## config.mk

```make
export PLATFORM = sky130hd
export DESIGN_NAME = ltc_core
export DESIGN_NICKNAME = d
export VERILOG_FILES = /design/src/logic/ltc_pkg.sv /design/src/logic/ltc_sync.sv /design/src/logic/ltc_core.sv
export SDC_FILE = /design/constraint.sdc
export NUM_CORES = 1
export LEC_CHECK = 0
export ABC_AREA = 1
export ABC_CLOCK_PERIOD_IN_PS = 4000
export BUFFER_PORTS_ARGS = -buffer_cell sky130_fd_sc_hd__buf_2
export CAP_MARGIN = 20
export CORE_MARGIN = 10
export CORE_UTILIZATION = 67
export CTS_CLUSTER_DIAMETER = 80
export DETAILED_ROUTE_END_ITERATION = 16
export PLACE_DENSITY_LB_ADDON = 0.1
export SETUP_SLACK_MARGIN = 0.2
export SLEW_MARGIN = 15
export SYNTH_ARGS = -nofsm -noshare
export SYNTH_HDL_FRONTEND = slang
export SYNTH_HIERARCHICAL = 1
export SYNTH_SLANG_ARGS = --single-unit
```

## constraint.sdc

```tcl
create_clock -name sys_clk_in -period 4 [get_ports sys_clk_in]
set_clock_uncertainty 0.2 [all_clocks]
set_input_delay 0.6 -clock sys_clk_in [delete_from_list [all_inputs] [get_ports sys_clk_in]]
set_output_delay 0.6 -clock sys_clk_in [all_outputs]
set_load 0.01 [all_outputs]
```

## src/logic/ltc_pkg.sv

```systemverilog
// Package of constants and types for the LIN transceiver control block
package ltc_pkg;
  // ==========================================================================
  // Clock and timing
  // ==========================================================================
  localparam int CLK_MHZ = 100;
  localparam int FAULT_VALID_US = 25;
  localparam int FAULT_VALID_CYC = FAULT_VALID_US * CLK_MHZ;
  localparam int REG_RETRY_MS = 3;
  localparam int REG_RETRY_CYC = REG_RETRY_MS * 1000 * CLK_MHZ;
  localparam int REG_STABLE_US = 10;
  localparam int REG_STABLE_CYC = REG_STABLE_US * CLK_MHZ;
  localparam int DOM_TIMEOUT_US = 10000;
  localparam int DOM_TIMEOUT_CYC = DOM_TIMEOUT_US * CLK_MHZ;

  // ==========================================================================
  // Operating modes
  // ==========================================================================
  typedef enum logic [2:0] {
    LTC_POR,
    LTC_READY,
    LTC_OPERATION,
    LTC_TRANSMITTER_OFF_MODE,
    LTC_POWER_DOWN
  } ltc_mode_type;
endpackage

```

## src/logic/ltc_sync.sv

```systemverilog
// Three-stage input synchroniser with agreement filter
`timescale 1ns/1ps
`default_nettype none
module ltc_sync #(
  parameter logic RESET_VAL = 1'b0
) (
  input wire logic sys_clk_in,
  input wire logic rst_in,
  input wire logic async_in,
  output logic sync_out
);
  logic meta_r;
  logic s2_r;
  logic s3_r;

  // ==========================================================================
  // Capture chain
  // ==========================================================================
  // First stage is read only by the second stage
  always_ff @(posedge sys_clk_in) begin
    if (rst_in) begin
      meta_r <= RESET_VAL;
      s2_r <= RESET_VAL;
      s3_r <= RESET_VAL;
    end else begin
      meta_r <= async_in;
      s2_r <= meta_r;
      s3_r <= s2_r;
    end
  end

  // A change counts once stages two and three agree
  always_ff @(posedge sys_clk_in) begin
    if (rst_in) begin
      sync_out <= RESET_VAL;
    end else if (s2_r == s3_r) begin
      sync_out <= s3_r;
    end
  end
endmodule
`default_nettype wire

```

## src/logic/ltc_core.sv

```systemverilog
// LIN transceiver control: bus drive, fault reporting and mode sequencing
// Summary of operation
// - Bus pulled dominant while transmit data low, released recessive while high.
// - Transmit data forced high while regulator output below about 1.8 V.
// - Over-temperature with transmit low shuts transmitter until cooled.
// - Receive output continuously follows the sensed bus level.
// - Transmitter stays disabled unless select_wake is high.
// - Select_wake low at power-up leaves device in Ready, driver off.
// - Select_wake high at power-up advances only after regulator stabilised.
// - Externally raised select_wake acts as a local wake-up.
// - Driver disabled whenever fault_txen is low; regulator keeps running.
// - Transmit versus bus compare is debounced and reported on fault_txen.
// - Fault_txen pulled low after short or thermal fault disables driver.
// - Fault_txen pulled low and driver off while regulator output invalid.
// - Only transmit low with bus recessive reports a mismatch fault.
// - Thermal shutdown pulls fault_txen low whatever the data levels.
// - Mismatch fault valid about 25 us after a transmit falling edge.
// - Reset output released while supply valid, pulled low when it fails.
// - Reset output asserted immediately on entering Power-Down.
// - Regulator stays off after low battery until battery above 5.75 V.
// - Overloaded regulator below 3.5 V turns off, retried after about 3 ms.
// - Over-temperature stops regulator unless transmit low with receive high.
// - Ready with select_wake high goes to Operation or Transmitter-Off.
// - Operation goes Power-Down on select_wake low, Transmitter-Off on fault.
// - Transmitter-Off returns to Operation or goes to Power-Down.
// - Power-Down wakes to Ready on falling bus edge or select_wake.
`timescale 1ns/1ps
`default_nettype none
module ltc_core #(
  parameter int FAULT_VALID_CYC = ltc_pkg::FAULT_VALID_CYC,
  parameter int REG_RETRY_CYC = ltc_pkg::REG_RETRY_CYC,
  parameter int REG_STABLE_CYC = ltc_pkg::REG_STABLE_CYC,
  parameter int DOM_TIMEOUT_CYC = ltc_pkg::DOM_TIMEOUT_CYC
) (
  input wire logic sys_clk_in,
  input wire logic rst_in,
  input wire logic tx_in,
  input wire logic select_wake_in,
  input wire logic bus_line_in,
  input wire logic fault_txen_in,
  input wire logic vbb_ok_in,
  input wire logic vreg_min_in,
  input wire logic vreg_ok_in,
  input wire logic over_temp_in,
  output logic bus_line_out,
  output logic bus_line_oe_out,
  output logic rx_out,
  output logic fault_txen_out,
  output logic fault_txen_oe_out,
  output logic rst_out_n_out,
  output logic rst_out_n_oe_out,
  output logic reg_on_out,
  output ltc_pkg::ltc_mode_type mode_out
);
  localparam int CW = 32;

  // ==========================================================================
  // Input synchronisation
  // ==========================================================================
  logic tx_s;
  logic cs_s;
  logic bus_s;
  logic ftx_s;
  logic vbb_s;
  logic vmin_s;
  logic vok_s;
  logic ot_s;

  ltc_sync #(.RESET_VAL(1'b1)) u_tx (.sys_clk_in(sys_clk_in), .rst_in(rst_in),
    .async_in(tx_in), .sync_out(tx_s));
  ltc_sync #(.RESET_VAL(1'b0)) u_cs (.sys_clk_in(sys_clk_in), .rst_in(rst_in),
    .async_in(select_wake_in), .sync_out(cs_s));
  ltc_sync #(.RESET_VAL(1'b1)) u_bus (.sys_clk_in(sys_clk_in), .rst_in(rst_in),
    .async_in(bus_line_in), .sync_out(bus_s));
  ltc_sync #(.RESET_VAL(1'b1)) u_ftx (.sys_clk_in(sys_clk_in), .rst_in(rst_in),
    .async_in(fault_txen_in), .sync_out(ftx_s));
  ltc_sync #(.RESET_VAL(1'b0)) u_vbb (.sys_clk_in(sys_clk_in), .rst_in(rst_in),
    .async_in(vbb_ok_in), .sync_out(vbb_s));
  ltc_sync #(.RESET_VAL(1'b0)) u_vmin (.sys_clk_in(sys_clk_in), .rst_in(rst_in),
    .async_in(vreg_min_in), .sync_out(vmin_s));
  ltc_sync #(.RESET_VAL(1'b0)) u_vok (.sys_clk_in(sys_clk_in), .rst_in(rst_in),
    .async_in(vreg_ok_in), .sync_out(vok_s));
  ltc_sync #(.RESET_VAL(1'b0)) u_ot (.sys_clk_in(sys_clk_in), .rst_in(rst_in),
    .async_in(over_temp_in), .sync_out(ot_s));

  // ==========================================================================
  // State
  // ==========================================================================
  ltc_pkg::ltc_mode_type mode_r;
  ltc_pkg::ltc_mode_type mode_nxt;
  logic tx_eff;
  logic tx_prev_r;
  logic [CW-1:0] deb_cnt_r;
  logic mismatch_r;
  logic therm_tx_off_r;
  logic therm_reg_off_r;
  logic reg_on_r;
  logic [CW-1:0] retry_cnt_r;
  logic retry_r;
  logic [CW-1:0] stable_cnt_r;
  logic stable_r;
  logic was_up_r;
  logic [CW-1:0] dom_cnt_r;
  logic perm_dom_r;
  logic bus_prev_r;
  logic int_fault;
  logic ext_low;
  logic drv_en;

  // Saturating increment used by all timers
  function automatic logic [CW-1:0] sat_inc(input logic [CW-1:0] v, input int lim);
    sat_inc = (v >= CW'(lim)) ? v : v + 1'b1;
  endfunction

  // Regulator too low to trust the data pin forces recessive
  assign tx_eff = vmin_s ? tx_s : 1'b1;

  // ==========================================================================
  // Mismatch compare
  // ==========================================================================
  // Debounce restarts on every falling edge so propagation delay is not a fault
  always_ff @(posedge sys_clk_in) begin
    if (rst_in) begin
      tx_prev_r <= 1'b1;
      deb_cnt_r <= '0;
      mismatch_r <= 1'b0;
    end else begin
      tx_prev_r <= tx_eff;
      if (tx_eff || (tx_prev_r && !tx_eff)) begin
        deb_cnt_r <= '0;
      end else begin
        deb_cnt_r <= sat_inc(deb_cnt_r, FAULT_VALID_CYC);
      end
      // Only low data with a recessive bus is a mismatch; once set it holds while
      // that pair stands, else dropping the driver would clear it and oscillate
      mismatch_r <= !tx_eff && bus_s && !ext_low && (mismatch_r
        || (drv_en && deb_cnt_r >= CW'(FAULT_VALID_CYC - 1)));
    end
  end

  // ==========================================================================
  // Thermal protection
  // ==========================================================================
  // Transmitter or regulator goes off depending on data levels while over-temperature lasts
  always_ff @(posedge sys_clk_in) begin
    if (rst_in) begin
      therm_tx_off_r <= 1'b0;
      therm_reg_off_r <= 1'b0;
    end else if (!ot_s) begin
      therm_tx_off_r <= 1'b0;
      therm_reg_off_r <= 1'b0;
    end else begin
      if (!tx_eff) begin
        therm_tx_off_r <= 1'b1;
      end
      if (tx_eff || !bus_s) begin
        therm_reg_off_r <= 1'b1;
      end
    end
  end

  // ==========================================================================
  // Regulator control
  // ==========================================================================
  // Battery monitor gates restart; overload retried after a fixed wait
  always_ff @(posedge sys_clk_in) begin
    if (rst_in) begin
      reg_on_r <= 1'b0;
      retry_r <= 1'b0;
      retry_cnt_r <= '0;
    end else begin
      if (retry_r) begin
        retry_cnt_r <= sat_inc(retry_cnt_r, REG_RETRY_CYC);
      end
      if (mode_r == ltc_pkg::LTC_POR || mode_r == ltc_pkg::LTC_POWER_DOWN
          || therm_reg_off_r) begin
        reg_on_r <= 1'b0;
      end else if (retry_r) begin
        if (retry_cnt_r >= CW'(REG_RETRY_CYC - 1)) begin
          retry_r <= 1'b0;
          reg_on_r <= vbb_s;
        end
      end else if (reg_on_r && was_up_r && !vmin_s && vbb_s) begin
        reg_on_r <= 1'b0;
        retry_r <= 1'b1;
        retry_cnt_r <= '0;
      end else if (!reg_on_r && vbb_s) begin
        reg_on_r <= 1'b1;
      end else if (!vbb_s && reg_on_r && !vmin_s) begin
        reg_on_r <= 1'b0;
      end
    end
  end

  // Output must stay good for a settling time before it counts as stable
  always_ff @(posedge sys_clk_in) begin
    if (rst_in) begin
      stable_cnt_r <= '0;
      stable_r <= 1'b0;
    end else if (!reg_on_r || !vok_s) begin
      stable_cnt_r <= '0;
      stable_r <= 1'b0;
    end else begin
      stable_cnt_r <= sat_inc(stable_cnt_r, REG_STABLE_CYC);
      stable_r <= stable_cnt_r >= CW'(REG_STABLE_CYC - 1);
    end
  end

  // Overload check arms once the output has been good, so start-up is no short
  always_ff @(posedge sys_clk_in) begin
    if (rst_in || !reg_on_r) begin
      was_up_r <= 1'b0;
    end else if (stable_r) begin
      was_up_r <= 1'b1;
    end
  end

  // ==========================================================================
  // Permanent dominant and wake edge
  // ==========================================================================
  always_ff @(posedge sys_clk_in) begin
    if (rst_in) begin
      dom_cnt_r <= '0;
      perm_dom_r <= 1'b0;
      bus_prev_r <= 1'b1;
    end else begin
      bus_prev_r <= bus_s;
      if (bus_s || mode_r != ltc_pkg::LTC_OPERATION) begin
        dom_cnt_r <= '0;
        perm_dom_r <= 1'b0;
      end else begin
        dom_cnt_r <= sat_inc(dom_cnt_r, DOM_TIMEOUT_CYC);
        perm_dom_r <= dom_cnt_r >= CW'(DOM_TIMEOUT_CYC - 1);
      end
    end
  end

  // ==========================================================================
  // Mode sequencing
  // ==========================================================================
  // External low on the shared line is told apart from our own pull-down
  assign int_fault = mismatch_r || therm_tx_off_r || ot_s || !stable_r;
  assign ext_low = !ftx_s && !fault_txen_oe_out;

  always_comb begin
    mode_nxt = mode_r;
    unique case (mode_r)
      ltc_pkg::LTC_POR: begin
        if (vbb_s) begin
          mode_nxt = ltc_pkg::LTC_READY;
        end
      end
      ltc_pkg::LTC_READY: begin
        if (cs_s && stable_r) begin
          mode_nxt = ftx_s ? ltc_pkg::LTC_OPERATION
            : ltc_pkg::LTC_TRANSMITTER_OFF_MODE;
        end
      end
      ltc_pkg::LTC_OPERATION: begin
        if (!cs_s) begin
          mode_nxt = ltc_pkg::LTC_POWER_DOWN;
        end else if (!ftx_s || perm_dom_r) begin
          mode_nxt = ltc_pkg::LTC_TRANSMITTER_OFF_MODE;
        end
      end
      ltc_pkg::LTC_TRANSMITTER_OFF_MODE: begin
        if (!cs_s) begin
          mode_nxt = ltc_pkg::LTC_POWER_DOWN;
        end else if (ftx_s) begin
          mode_nxt = ltc_pkg::LTC_OPERATION;
        end
      end
      ltc_pkg::LTC_POWER_DOWN: begin
        if ((bus_prev_r && !bus_s) || cs_s) begin
          mode_nxt = ltc_pkg::LTC_READY;
        end
      end
      default: mode_nxt = ltc_pkg::LTC_POR;
    endcase
  end

  always_ff @(posedge sys_clk_in) begin
    if (rst_in) begin
      mode_r <= ltc_pkg::LTC_POR;
    end else begin
      mode_r <= mode_nxt;
    end
  end

  // Driver needs Operation, select high, line high, no thermal lockout and a stable regulator
  assign drv_en = (mode_r == ltc_pkg::LTC_OPERATION) && cs_s && ftx_s
    && !therm_tx_off_r && stable_r;

  // ==========================================================================
  // Pin outputs
  // ==========================================================================
  // Registered pins; open-drain pins only ever drive low
  always_ff @(posedge sys_clk_in) begin
    if (rst_in) begin
      bus_line_out <= 1'b0;
      bus_line_oe_out <= 1'b0;
      rx_out <= 1'b1;
      fault_txen_out <= 1'b0;
      fault_txen_oe_out <= 1'b0;
      rst_out_n_out <= 1'b0;
      rst_out_n_oe_out <= 1'b1;
      reg_on_out <= 1'b0;
      mode_out <= ltc_pkg::LTC_POR;
    end else begin
      bus_line_out <= 1'b0;
      bus_line_oe_out <= drv_en && !tx_eff;
      rx_out <= bus_s;
      fault_txen_out <= 1'b0;
      fault_txen_oe_out <= int_fault && !(ext_low && !mismatch_r);
      rst_out_n_out <= 1'b0;
      rst_out_n_oe_out <= !stable_r || mode_nxt == ltc_pkg::LTC_POWER_DOWN;
      reg_on_out <= reg_on_r;
      mode_out <= mode_r;
    end
  end

  // ==========================================================================
  // Assertions
  // ==========================================================================
  property p_tx_dom;
    @(posedge sys_clk_in) disable iff (rst_in)
      bus_line_oe_out |-> $past(tx_eff) == 1'b0;
  endproperty
  a_tx_dom: assert property (p_tx_dom) else $error("Bus driven while tx high");

  property p_rx_follow;
    @(posedge sys_clk_in) disable iff (rst_in) ##1 rx_out == $past(bus_s);
  endproperty
  a_rx_follow: assert property (p_rx_follow) else $error("Rx not following bus");

  property p_cs_off;
    @(posedge sys_clk_in) disable iff (rst_in)
      !cs_s |=> !bus_line_oe_out;
  endproperty
  a_cs_off: assert property (p_cs_off) else $error("Driver on with select low");

  property p_ftx_off;
    @(posedge sys_clk_in) disable iff (rst_in)
      !ftx_s |=> !bus_line_oe_out;
  endproperty
  a_ftx_off: assert property (p_ftx_off) else $error("Driver on with fault line low");

  property p_therm_flag;
    @(posedge sys_clk_in) disable iff (rst_in)
      (ot_s && !ext_low) |=> fault_txen_oe_out;
  endproperty
  a_therm_flag: assert property (p_therm_flag) else $error("Thermal not flagged");

  property p_deb;
    @(posedge sys_clk_in) disable iff (rst_in)
      (tx_prev_r && !tx_eff) |=> !mismatch_r [*2];
  endproperty
  a_deb: assert property (p_deb) else $error("Mismatch not debounced");

  property p_pd_rst;
    @(posedge sys_clk_in) disable iff (rst_in)
      (mode_r == ltc_pkg::LTC_POWER_DOWN) |-> rst_out_n_oe_out;
  endproperty
  a_pd_rst: assert property (p_pd_rst) else $error("Reset not held in power-down");

  property p_ready_go;
    @(posedge sys_clk_in) disable iff (rst_in)
      (mode_r == ltc_pkg::LTC_READY && cs_s && stable_r && ftx_s)
        |=> mode_r == ltc_pkg::LTC_OPERATION;
  endproperty
  a_ready_go: assert property (p_ready_go) else $error("Ready did not enter operation");

  property p_op_pd;
    @(posedge sys_clk_in) disable iff (rst_in)
      (mode_r == ltc_pkg::LTC_OPERATION && !cs_s) |=> mode_r == ltc_pkg::LTC_POWER_DOWN;
  endproperty
  a_op_pd: assert property (p_op_pd) else $error("Operation did not power down");
endmodule
`default_nettype wire

```

**Word-level counts from Yosys, hierarchy flattened**

Cells that the tools add are included.

- Output and inout port bits: 11
- Input bits: 10
- Flip-flop bits (word level): 180
- Word-level logic and storage cells: 159

- Add/sub/neg operators: 4
- Magnitude comparators: 8
- Muxes and demuxes: 23
- Bitwise gates (word level): 1
- Reduce and logical (&&, ||, !) cells: 56
- Equality and inequality tests: 15

Operator list:

| cell | count |
|---|---|
| $mux W32 | 5 |
| $add A32 B1 Y32 const B | 4 |
| $ge A32 B10 Y1 const B | 2 |
| $ge A32 B12 Y1 const B | 2 |
| $ge A32 B19 Y1 const B | 2 |
| $ge A32 B20 Y1 const B | 2 |
| $logic_and A1 B1 Y1 | 21 |
| $mux W3 | 7 |
| $pmux W3 S5 | 1 |
| $logic_or A1 B1 Y1 | 14 |
| $logic_not A1 Y1 | 13 |
| $mux W1 | 10 |
| $reduce_or A2 Y1 | 5 |
| $eq A1 B1 Y1 | 8 |
| $eq A3 B2 Y1 const B | 2 |
| $eq A3 B3 Y1 const B | 2 |
| $reduce_bool A4 Y1 | 1 |
| $eq A3 B1 Y1 const B | 1 |
| $logic_not A3 Y1 | 1 |
| $ne A3 B2 Y1 const B | 1 |
| $ne A2 B1 Y1 const B | 1 |
| $reduce_and A2 Y1 | 1 |
| $not A1 Y1 | 1 |

**Depth between registers and ports, before layout**

Gate-level depths: netlist (run 1).

- Word-level depth: 8
- Depth in mapped cells: 14

**Modules after synthesis**

The synthesis (run 1) kept the hierarchy.

Modules (own cells, without submodules):

| module | area an instance (sq um) | cells each | times used | seq. area each (sq um) |
|---|---|---|---|---|
| ltc_core | 6672.6 | 930 | 1 | 2962.8 |
| ltc_sync at u_cs ... | 121.4 | 13 | 5 | 80.1 |
| ltc_sync at u_bus ... | 128.9 | 15 | 3 | 80.1 |

**Worst setup path before layout (run 1)**

No wires, ideal clock.

- Path type: reg-to-reg
- From: register dom_cnt_r[0]
- To: register dom_cnt_r[18]
- Clock period less this slack: 1.822 ns
- Data arrival time: 1.558 ns
- Cell stages (with the launch flop): 12
- Setup slack: 2.178 ns
- Setup time: 0.064 ns
- Cell sequence: dfxtp_1 > ha_1 > nand2_1 > nor2_1 > nand2_1 > nor2_1 > nand2_1 > nor3_1 > nand3_1 > nand2_1 > inv_1 > nor2_1

- Longest elaborated chain between the ends: 1

Ends and longest elaborated chain:

| what | RTL line | RTL |
|---|---|---|
| from (decl) | ltc_core.sv:103 | `logic [CW-1:0] dom_cnt_r;` |
| from (signal assigned) | ltc_core.sv:232 | `dom_cnt_r <= sat_inc(dom_cnt_r, DOM_TIMEOUT_CYC);` |
| $add A32 B1 Y32 / $ge A32 B20 Y1 (equally long branches) | ltc_core.sv:112 | `sat_inc = (v >= CW'(lim)) ? v : v + 1'b1;` |

Parallel ways exist; a longest one is shown, timed or not.
A chain may end at the register's enable or synchronous reset.

**Final worst setup path (run 1)**

Ends and elaborated chain as after synthesis.

==> metrics.csv, run 1 <==
stage;metric;value;unit
routing;Met2 Routed Length;6440;µm
setup_path;worst-case reg-to-reg path depth;11;
timing;min Tclk post-route;2.22;ns
clock_network;clk root buf;clkbuf_16;
clock_network;TritonCTS clock tree;done;
final_layout;Finished Layout Cells;1209;
power;power share of the combinational group;1.5;%
power;Clock Power Share;46.7;%
worst_hold_path;hold crit path type;in -> reg;
power;internal power;0.00276;W
grt;vias in the first global route;5570;
final_layout;Antenna Diode Count;0;
clock_network;CTS Hold Buffers Added;0;
die;Chip Height;127;µm
logic_synthesis;Synth cell types;42;
setup_path;Setup CP Type;reg -> reg;
power;VDD IR max;473;µV
clock_network;Max Root-Sink Buffers;2;
die;Die X;127;µm
power;Pwr Total;0.00351;W
die;Placement Rows;39;
routing;TritonRoute pass-1 iters;5;
setup_path;crit-path max FO;5;
timing;RSZ-0062 raised after global routing;false;
grt;first-pass GRT wire length;24300;µm
routing;# DRC;0;
setup_path;R2R Setup Slk;1.78;ns
setup_path;worst r2r src;dom_cnt_r[0]$_SDFFE_PP0N_;
setup_path;crit path cell chain;ha_1 -> nand2_1 -> nor2_1 -> nand2_1 -> nor2_1 -> nand2_1 -> nor3_1 -> nand3_1 -> nand2_1 -> inv_1 -> nor2_1;
timing;Hold Vio Cnt, Final;0;
routing;highest metal used;met4;
flow_run;MaxCap Viol Count;0;
placed_design;count of input and output buffers;17;
die;Starting Density;67.7;%
logic_synthesis;Cells after Synth;1040;
power;leakage;3.28;nW
logic_synthesis;Seq/Total Area, Yosys;47.0;%
routing;antenna viol nets, final;0;
clock_network;H-tree depth;4;
clock_network;CTS Sinks;180;
timing;period utilization;55.4;%
timing;final setup violation count;0;
placed_design;routability cong.;0.872;
setup_path;Reg-to-Reg End;dom_cnt_r[18]$_SDFFE_PP0N_;
routing;Vias;6088;
logic_synthesis;asr flop ratio synth;0;%
logic_synthesis;Synth area leader;dfxtp_1;
clock_network;CTS Buf Count;17;
worst_hold_path;Worst Hold End;u_tx/meta_r$_SDFF_PP1_;
final_layout;number of fill cells;912;
logic_synthesis;commonest register cell after synthesis;dfxtp_1;
placed_design;DP Cell Count;1179;
setup_path;CP max stage cell;dfxtp_1;
worst_hold_path;Hold Crit Start;tx_in;
routing;initial DRC count;379;
power;Pwr Density;417;mW/mm²
clock_network;post_cts resized;0;
setup_path;startpoint types;register;
setup_path;cell family with most CP delay;simple AND/OR/NAND/NOR gates;
run_status;run status;finished, final reports clean;
grt;GRT overflow;0;
logic_synthesis;number of synthesized flops with an enable pin;0;
logic_synthesis;flip-flop and latch count after synthesis;180;
setup_path;cell mode on critical path;nand2_1;
routing;met1 WL;6820;µm
power;NetSw;0.000744;W
final_layout;Finished Core Util;74.3;%
placed_design;Post-DP HPWL;9330;µm
final_layout;sequential cell area;0.00360;mm²
final_layout;cell area after layout;0.00841;mm²
setup_path;worst path required time;4.17;ns
routing;met3 wire len;410;µm
routing;drt via density;5.04;
grt;maximum number of pins on one net before global-route repair;31;
timing;fmax;0.451;GHz
die;core area;0.0113;mm²
placed_design;DP Area;0.00782;mm²
grt;initial antenna violation count;0;
setup_path;Worst path max stage delay;0.40;ns
logic_synthesis;mapped cell area;0.00767;mm²
worst_hold_path;hold path depth;2;
final_layout;share of layout cells above drive strength 1;8.16;%
clock_network;Worst-path clk slew;0.07;ns
logic_synthesis;syn avg cell area;7.37;µm²
final_layout;Area growth syn-to-layout;9.69;%
grt;GRT Total Usage;17.6;%
final_layout;multi-input logic area;0.00327;mm²
routing;final WL;13800;µm
logic_synthesis;Synth area leaders;dfxtp_1 (47%), nand2_1 (10%), inv_1 (8.2%), nor2_1 (8.2%), xor2_1 (4.2%);
die;Die ar.;0.0161;mm²
setup_path;worst path bufs/invs;1;
timing;Slew headroom;43.9;%
routing;mean routed wirelength per cell;11.4;µm
power;sequential power share;51.8;%
clock_network;clk_lat worst skew;0.42;ns
die;number of placed I/O pins;21;
clock_network;Post-CTS Setup Bufs;0;
timing;Setup TNS;0;ns
logic_synthesis;Yosys top cell area share;47.0;%
logic_synthesis;Syn. warnings;6;
setup_path;Worst setup EP type;register;
power;Switching Fraction;21.2;%
timing;Worst Tran Pin Value;0.841;ns
setup_path;Arr. time, crit path;2.38;ns
final_layout;Final #Nets;1073;
timing;Slew Limit Fails;0;
[placed cells by master (no fill, tap or decap), types with 2 or more instances in the layout]
cell type / count
nand2_1: 208
dfxtp_1: 180
inv_1: 168
nor2_1: 168
a21oi_1: 54
nand3_1: 37
xor2_1: 37
nor3_1: 23
nand4_1: 22
o21ai_0: 19
clkbuf_16: 17
buf_2: 17
nand2_2: 10
o311ai_0: 10
nor2_2: 9
a21oi_2: 9
nor4_1: 8
ha_1: 8
or2_1: 7
o21bai_1: 6
o211ai_1: 5
xnor2_1: 5
buf_4: 5
conb_1: 3
clkinvlp_4: 3
clkinv_4: 3
inv_6: 3
o21ai_1: 2
clkinv_1: 2
inv_8: 2
nor3_2: 2
a31oi_1: 2
bufinv_16: 2
[power by group through the flow]
stage          Clock, W  Sequential [W]  Combinational, W
2_1_floorplan         0         0.00185         0.0000402
3_3_place_gp          0         0.00186         0.0000521
3_5_place_dp          0         0.00186         0.0000528
4_1_cts         0.00167         0.00182         0.0000531
5_1_grt         0.00174         0.00182         0.0000602
6_report        0.00164         0.00182         0.0000530
[flip-flops by register name, indices dropped and copies added (netlist names), 3 cells and up]
| signal | count |
|---|---|
| stable_cnt_r | 32 |
| dom_cnt_r | 32 |
| mode_out | 3 |
| mode_r | 3 |
| retry_cnt_r | 32 |
| deb_cnt_r | 32 |
[cell families (layout without fill, tap and decap cells)]
logic type                 count (synthesis)  after routing  share of synthesized area [%]
and+or+nand+nor                          499            499                           27.7
buffers and inverters                    200            224                           10.5
DFF                                      180            180                           47.0
AOI/OAI and AO/OA                        110            110                           8.62
xor gates and xnor gates                  42             42                           4.80
adders and majority gates                  8              8                           1.31
other                                      1              3                         0.0489
[per-layer routing]
layer	vias up	global-route usage (%)
li1	3257	-
met1	2741	22.2
met2	78	28.7
met3	12	4.96
met4	0	5.22
met5	-	0
[final cells by class]
class | count | share of cell area (%)
Tap cell | 143 | 2.13
Sequential cell | 180 | 42.9
Clock buffer | 18 | 5.22
Clock inverter | 12 | 1.74
Timing Repair Buffer | 22 | 1.46
Multi-Input combinational cell | 662 | 38.8
Inverter | 172 | 7.77
[through the flow]
| step | hold WS [ns] | setup WS, ns |
|---|---|---|
| detailed placement | 0.195 | 1.67 |
| finish | 0.145 | 1.78 |
| global placement | 0.190 | 1.71 |
| global route | 0.141 | 1.59 |
| CTS | 0.140 | 1.77 |
| floorplan | 0.185 | 2.18 |
[synth_stat cells (2+ instances only)]
master,instances
buf_2,2
o311ai_0,10
ha_1,8
o21bai_1,6
buf_1,2
a21oi_1,54
a21oi_2,9
clkbuf_1,16
o21ai_1,2
or2_1,7
buf_4,5
inv_1,168
nand2_1,208
o211ai_1,5
clkinv_1,2
dfxtp_1,180
nand3_1,37
o21ai_0,19
nor2_2,9
nand4_1,22
nor2_1,168
nor3_2,2
nand2_2,10
xor2_1,37
nor4_1,8
a31oi_1,2
xnor2_1,5
nor3_1,23
[how the worst max path moves through the flow]
stage / startpoint / to / slack [ns] / cells past startpoint
final: dom_cnt_r[0]$_SDFFE_PP0N_ / dom_cnt_r[18]$_SDFFE_PP0N_ / 1.78 / 11
after global routing: dom_cnt_r[0]$_SDFFE_PP0N_ / dom_cnt_r[18]$_SDFFE_PP0N_ / 1.59 / 11
after CTS: dom_cnt_r[0]$_SDFFE_PP0N_ / dom_cnt_r[18]$_SDFFE_PP0N_ / 1.77 / 10
after detailed placement: rst_in / retry_cnt_r[1]$_SDFF_PP0_ / 1.67 / 4
after global placement: rst_in / retry_cnt_r[1]$_SDFF_PP0_ / 1.71 / 4
after floorplan: dom_cnt_r[0]$_SDFFE_PP0N_ / dom_cnt_r[18]$_SDFFE_PP0N_ / 2.18 / 11
Note: power is estimated with default switching activity, not from simulation.
==> inputs of run 2 (changes only) <==
--- a/config.mk
+++ b/config.mk
@@ -5,12 +5,12 @@
 export SDC_FILE = /design/constraint.sdc
 export NUM_CORES = 1
 export LEC_CHECK = 0
-export ABC_AREA = 1
-export ABC_CLOCK_PERIOD_IN_PS = 4000
+export ABC_AREA = 0
+export ABC_CLOCK_PERIOD_IN_PS = 2200
 export BUFFER_PORTS_ARGS = -buffer_cell sky130_fd_sc_hd__buf_2
 export CAP_MARGIN = 20
 export CORE_MARGIN = 10
-export CORE_UTILIZATION = 67
+export CORE_UTILIZATION = 61
 export CTS_CLUSTER_DIAMETER = 80
 export DETAILED_ROUTE_END_ITERATION = 16
 export PLACE_DENSITY_LB_ADDON = 0.1
==> constraint.sdc (replaced) <==
create_clock -name sys_clk_in -period 2.2 [get_ports sys_clk_in]
set_clock_uncertainty 0.2 [all_clocks]
set_input_delay 0.33 -clock sys_clk_in [delete_from_list [all_inputs] [get_ports sys_clk_in]]
set_output_delay 0.33 -clock sys_clk_in [all_outputs]
set_load 0.01 [all_outputs]
==> run 2 against run 1 <==
- worst setup slack worse by 2.0 ns
- final area is 7.0% higher
- the run now ends with setup timing left
- sequential share of layout area is 2.6 points lower
- final cell count is 19% lower
- critical path type unchanged
- clock-buffer cell count stayed put
- critical endpoint is now dom_cnt_r[14]$_SDFFE_PP0N_
- fmax is 7.2% lower
==> metrics.csv, run 2 <==
stage;metric;value;unit
power;Pwr Density;724;mW/mm²
logic_synthesis;Synth area leaders;dfxtp_1 (53%), and2_1 (4.7%), a21oi_1 (3.4%), nand2_1 (2.9%), and3_1 (2.7%);
setup_path;CP max stage cell;or4_4;
placed_design;DP Area;0.00748;mm²
die;Chip Height;126;µm
logic_synthesis;mapped cell area;0.00684;mm²
power;Pwr Total;0.00651;W
grt;GRT Total Usage;19.2;%
setup_path;crit-path max FO;16;
logic_synthesis;number of synthesized flops with an enable pin;0;
power;internal power;0.00513;W
final_layout;Area growth syn-to-layout;31.5;%
die;core area;0.0109;mm²
clock_network;clk root buf;clkbuf_8;
placed_design;Post-DP HPWL;9360;µm
power;NetSw;0.00138;W
setup_path;cell family with most CP delay;simple AND/OR/NAND/NOR gates;
setup_path;worst path bufs/invs;0;
grt;GRT overflow;0;
flow_run;MaxCap Viol Count;0;
die;Starting Density;62.8;%
setup_path;worst r2r src;dom_cnt_r[13]$_SDFFE_PP0N_;
final_layout;most common cell after layout, fill and taps aside;dfxtp_1;
setup_path;R2R Setup Slk;-0.19;ns
worst_hold_path;hold path depth;1;
final_layout;commonest non-fill, non-tap cells in the layout;dfxtp_1 (164), buf_4 (64), and2_1 (51);
clock_network;TritonCTS clock tree;done;
grt;initial antenna violation count;0;
timing;final setup violation count;16;
logic_synthesis;Synth area leader;dfxtp_1;
timing;Hold Vio Cnt, Final;0;
worst_hold_path;Worst Hold End;u_bus/s2_r$_SDFF_PP1_;
run_status;run status;finished, violations left;
setup_path;crit path cell chain;or4_4 -> or3_4 -> a21o_4 -> or4_1 -> a21oi_1;
power;Switching Fraction;21.2;%
power;leakage;3.44;nW
logic_synthesis;flip-flop and latch count after synthesis;180;
timing;Fin Hold WS;0.211;ns
clock_network;H-tree depth;4;
setup_path;worst path required time;2.48;ns
timing;Slew headroom;57.1;%
grt;first-pass GRT wire length;26000;µm
setup_path;Setup CP Type;reg -> reg;
routing;TritonRoute pass-1 iters;6;
die;Die ar.;0.0158;mm²
grt;vias in the first global route;5629;
final_layout;Antenna Diode Count;0;
routing;final WL;16600;µm
routing;mean routed wirelength per cell;17.0;µm
clock_network;Worst-path clk slew;0.07;ns
logic_synthesis;asr flop ratio synth;0;%
power;sequential power share;50.6;%
logic_synthesis;synth cell count leaders;dfxtp_1 (180), nand2_1 (52), and2_1 (51);
setup_path;Worst setup EP type;register;
final_layout;number of fill cells;612;
setup_path;Worst path max stage delay;0.54;ns
setup_path;startpoint types;register;
run_status;failing checks;setup timing;
logic_synthesis;most common cell in the netlist;dfxtp_1;
setup_path;Worst path depth;5;
die;Placement Rows;38;
logic_synthesis;Yosys top cell area share;52.7;%
grt;maximum number of pins on one net before global-route repair;29;
timing;RSZ-0062 raised after global routing;true;
routing;initial DRC count;598;
logic_synthesis;syn avg cell area;9.43;µm²
clock_network;Max Root-Sink Buffers;2;
setup_path;Reg-to-Reg End;dom_cnt_r[14]$_SDFFE_PP0N_;
logic_synthesis;Seq/Total Area, Yosys;52.7;%
routing;drt via density;5.85;
routing;antenna viol nets, final;0;
clock_network;clk_lat worst skew;0.55;ns
final_layout;cell area after layout;0.00900;mm²
timing;Worst Tran Pin Value;0.644;ns
logic_synthesis;Cells after Synth;725;
timing;setup slack after layout;-0.190;ns
clock_network;CTS Buf Count;17;
placed_design;routability cong.;0.873;
timing;min Tclk post-route;2.39;ns
final_layout;share of layout cells above drive strength 1;29.2;%
logic_synthesis;commonest register cell after synthesis;dfxtp_1;
final_layout;Final #Nets;844;
die;Die X;126;µm
timing;period utilization;109;%
routing;Vias;5726;
worst_hold_path;Hold Crit Start;u_bus/meta_r$_SDFF_PP1_;
clock_network;CTS Sinks;180;
logic_synthesis;Synth cell types;59;
placed_design;post-place setup slack;-0.305;ns
timing;fmax;0.418;GHz
power;power share of the combinational group;2.3;%
worst_hold_path;hold crit path type;reg -> reg;
timing;Slew Limit Fails;0;
logic_synthesis;Syn. warnings;6;
power;VDD IR max;725;µV
routing;# DRC;0;
placed_design;count of input and output buffers;17;
setup_path;Arr. time, crit path;2.67;ns
setup_path;worst-case reg-to-reg path depth;5;
power;Clock Power Share;47.1;%
die;number of placed I/O pins;21;
## run 2: power by group through the flow
stage / clock network (W) / registers [W] / logic (W)
2_1_floorplan: 0 / 0.00336 / 0.0000606
3_3_place_gp: 0 / 0.00337 / 0.000101
3_5_place_dp: 0 / 0.00337 / 0.000106
4_1_cts: 0.00309 / 0.00329 / 0.000135
5_1_grt: 0.00322 / 0.00329 / 0.000163
6_report: 0.00307 / 0.00329 / 0.000150
## run 2: per-stage QoR
stage               cells  TNS (ns)  util (%)
floorplan             727     -1.69         -
global placement      916     -2.55      68.7
detailed placement    916     -3.74      68.7
CTS                   972     -1.05      78.9
global route          979     -2.52      82.6
finish                979     -1.45      82.6
## run 2: worst max-delay path by stage
stage | start | endpoint | slack, ns
2_1_floorplan | dom_cnt_r[13]$_SDFFE_PP0N_ | dom_cnt_r[18]$_SDFFE_PP0N_ | -0.20
3_3_place_gp | dom_cnt_r[13]$_SDFFE_PP0N_ | dom_cnt_r[5]$_SDFFE_PP0N_ | -0.26
3_5_place_dp | dom_cnt_r[13]$_SDFFE_PP0N_ | dom_cnt_r[5]$_SDFFE_PP0N_ | -0.31
4_1_cts | dom_cnt_r[13]$_SDFFE_PP0N_ | dom_cnt_r[18]$_SDFFE_PP0N_ | -0.15
5_1_grt | dom_cnt_r[13]$_SDFFE_PP0N_ | dom_cnt_r[5]$_SDFFE_PP0N_ | -0.25
6_report | dom_cnt_r[13]$_SDFFE_PP0N_ | dom_cnt_r[14]$_SDFFE_PP0N_ | -0.19
## run 2: logic make-up (layout without fill, tap and decap cells)
logic type,Yosys count,after routing,share of synthesized area [%]
simple gates,335,335,27.5
fa+ha+maj,8,8,1.46
other cells,1,3,0.0548
mux,5,5,0.732
flops,180,180,52.7
buf+inv,50,161,3.24
compound gates,130,131,12.3
xor+xnor,16,16,2.05
## run 2: worst reg2reg max path: stages, from the launching register on
cell	delay (ns)
dfxtp_2	0.32
or4_4	0.54
or3_4	0.39
a21o_4	0.28
or4_1	0.44
a21oi_1	0.15
## run 2: cell type report
cell class | instances | area, µm² | share of cell area (%)
Clock buffer | 18 | 428 | 4.76
Clock inverter | 14 | 178 | 1.97
Inverter | 23 | 86.3 | 0.960
Multi-Input combinational cell | 498 | 3670 | 40.8
Sequential cell | 180 | 3620 | 40.3
Tap cell | 140 | 175 | 1.95
Timing Repair Buffer | 106 | 835 | 9.28
## run 2: per-layer routing
| metal | routed length (µm) | vias to the layer above | global-route usage (%) |
|---|---|---|---|
| met5 | 0 | - | 0 |
| met2 | 8360 | 142 | 31.8 |
| li1 | - | 2788 | - |
| met3 | 599 | 53 | 5.49 |
| met1 | 7210 | 2743 | 23.0 |
| met4 | 457 | 0 | 7.17 |
## run 2: repair_timing
action | CTS | global route
resized for setup | 61 | 85
hold buffers | 10 | 0
setup endpoints to repair | 56 | 67
endpoints found under the hold margin | 16 | 0
cloned | 1 | 0
buffers inserted | 13 | 7
pin swaps | 35 | 34
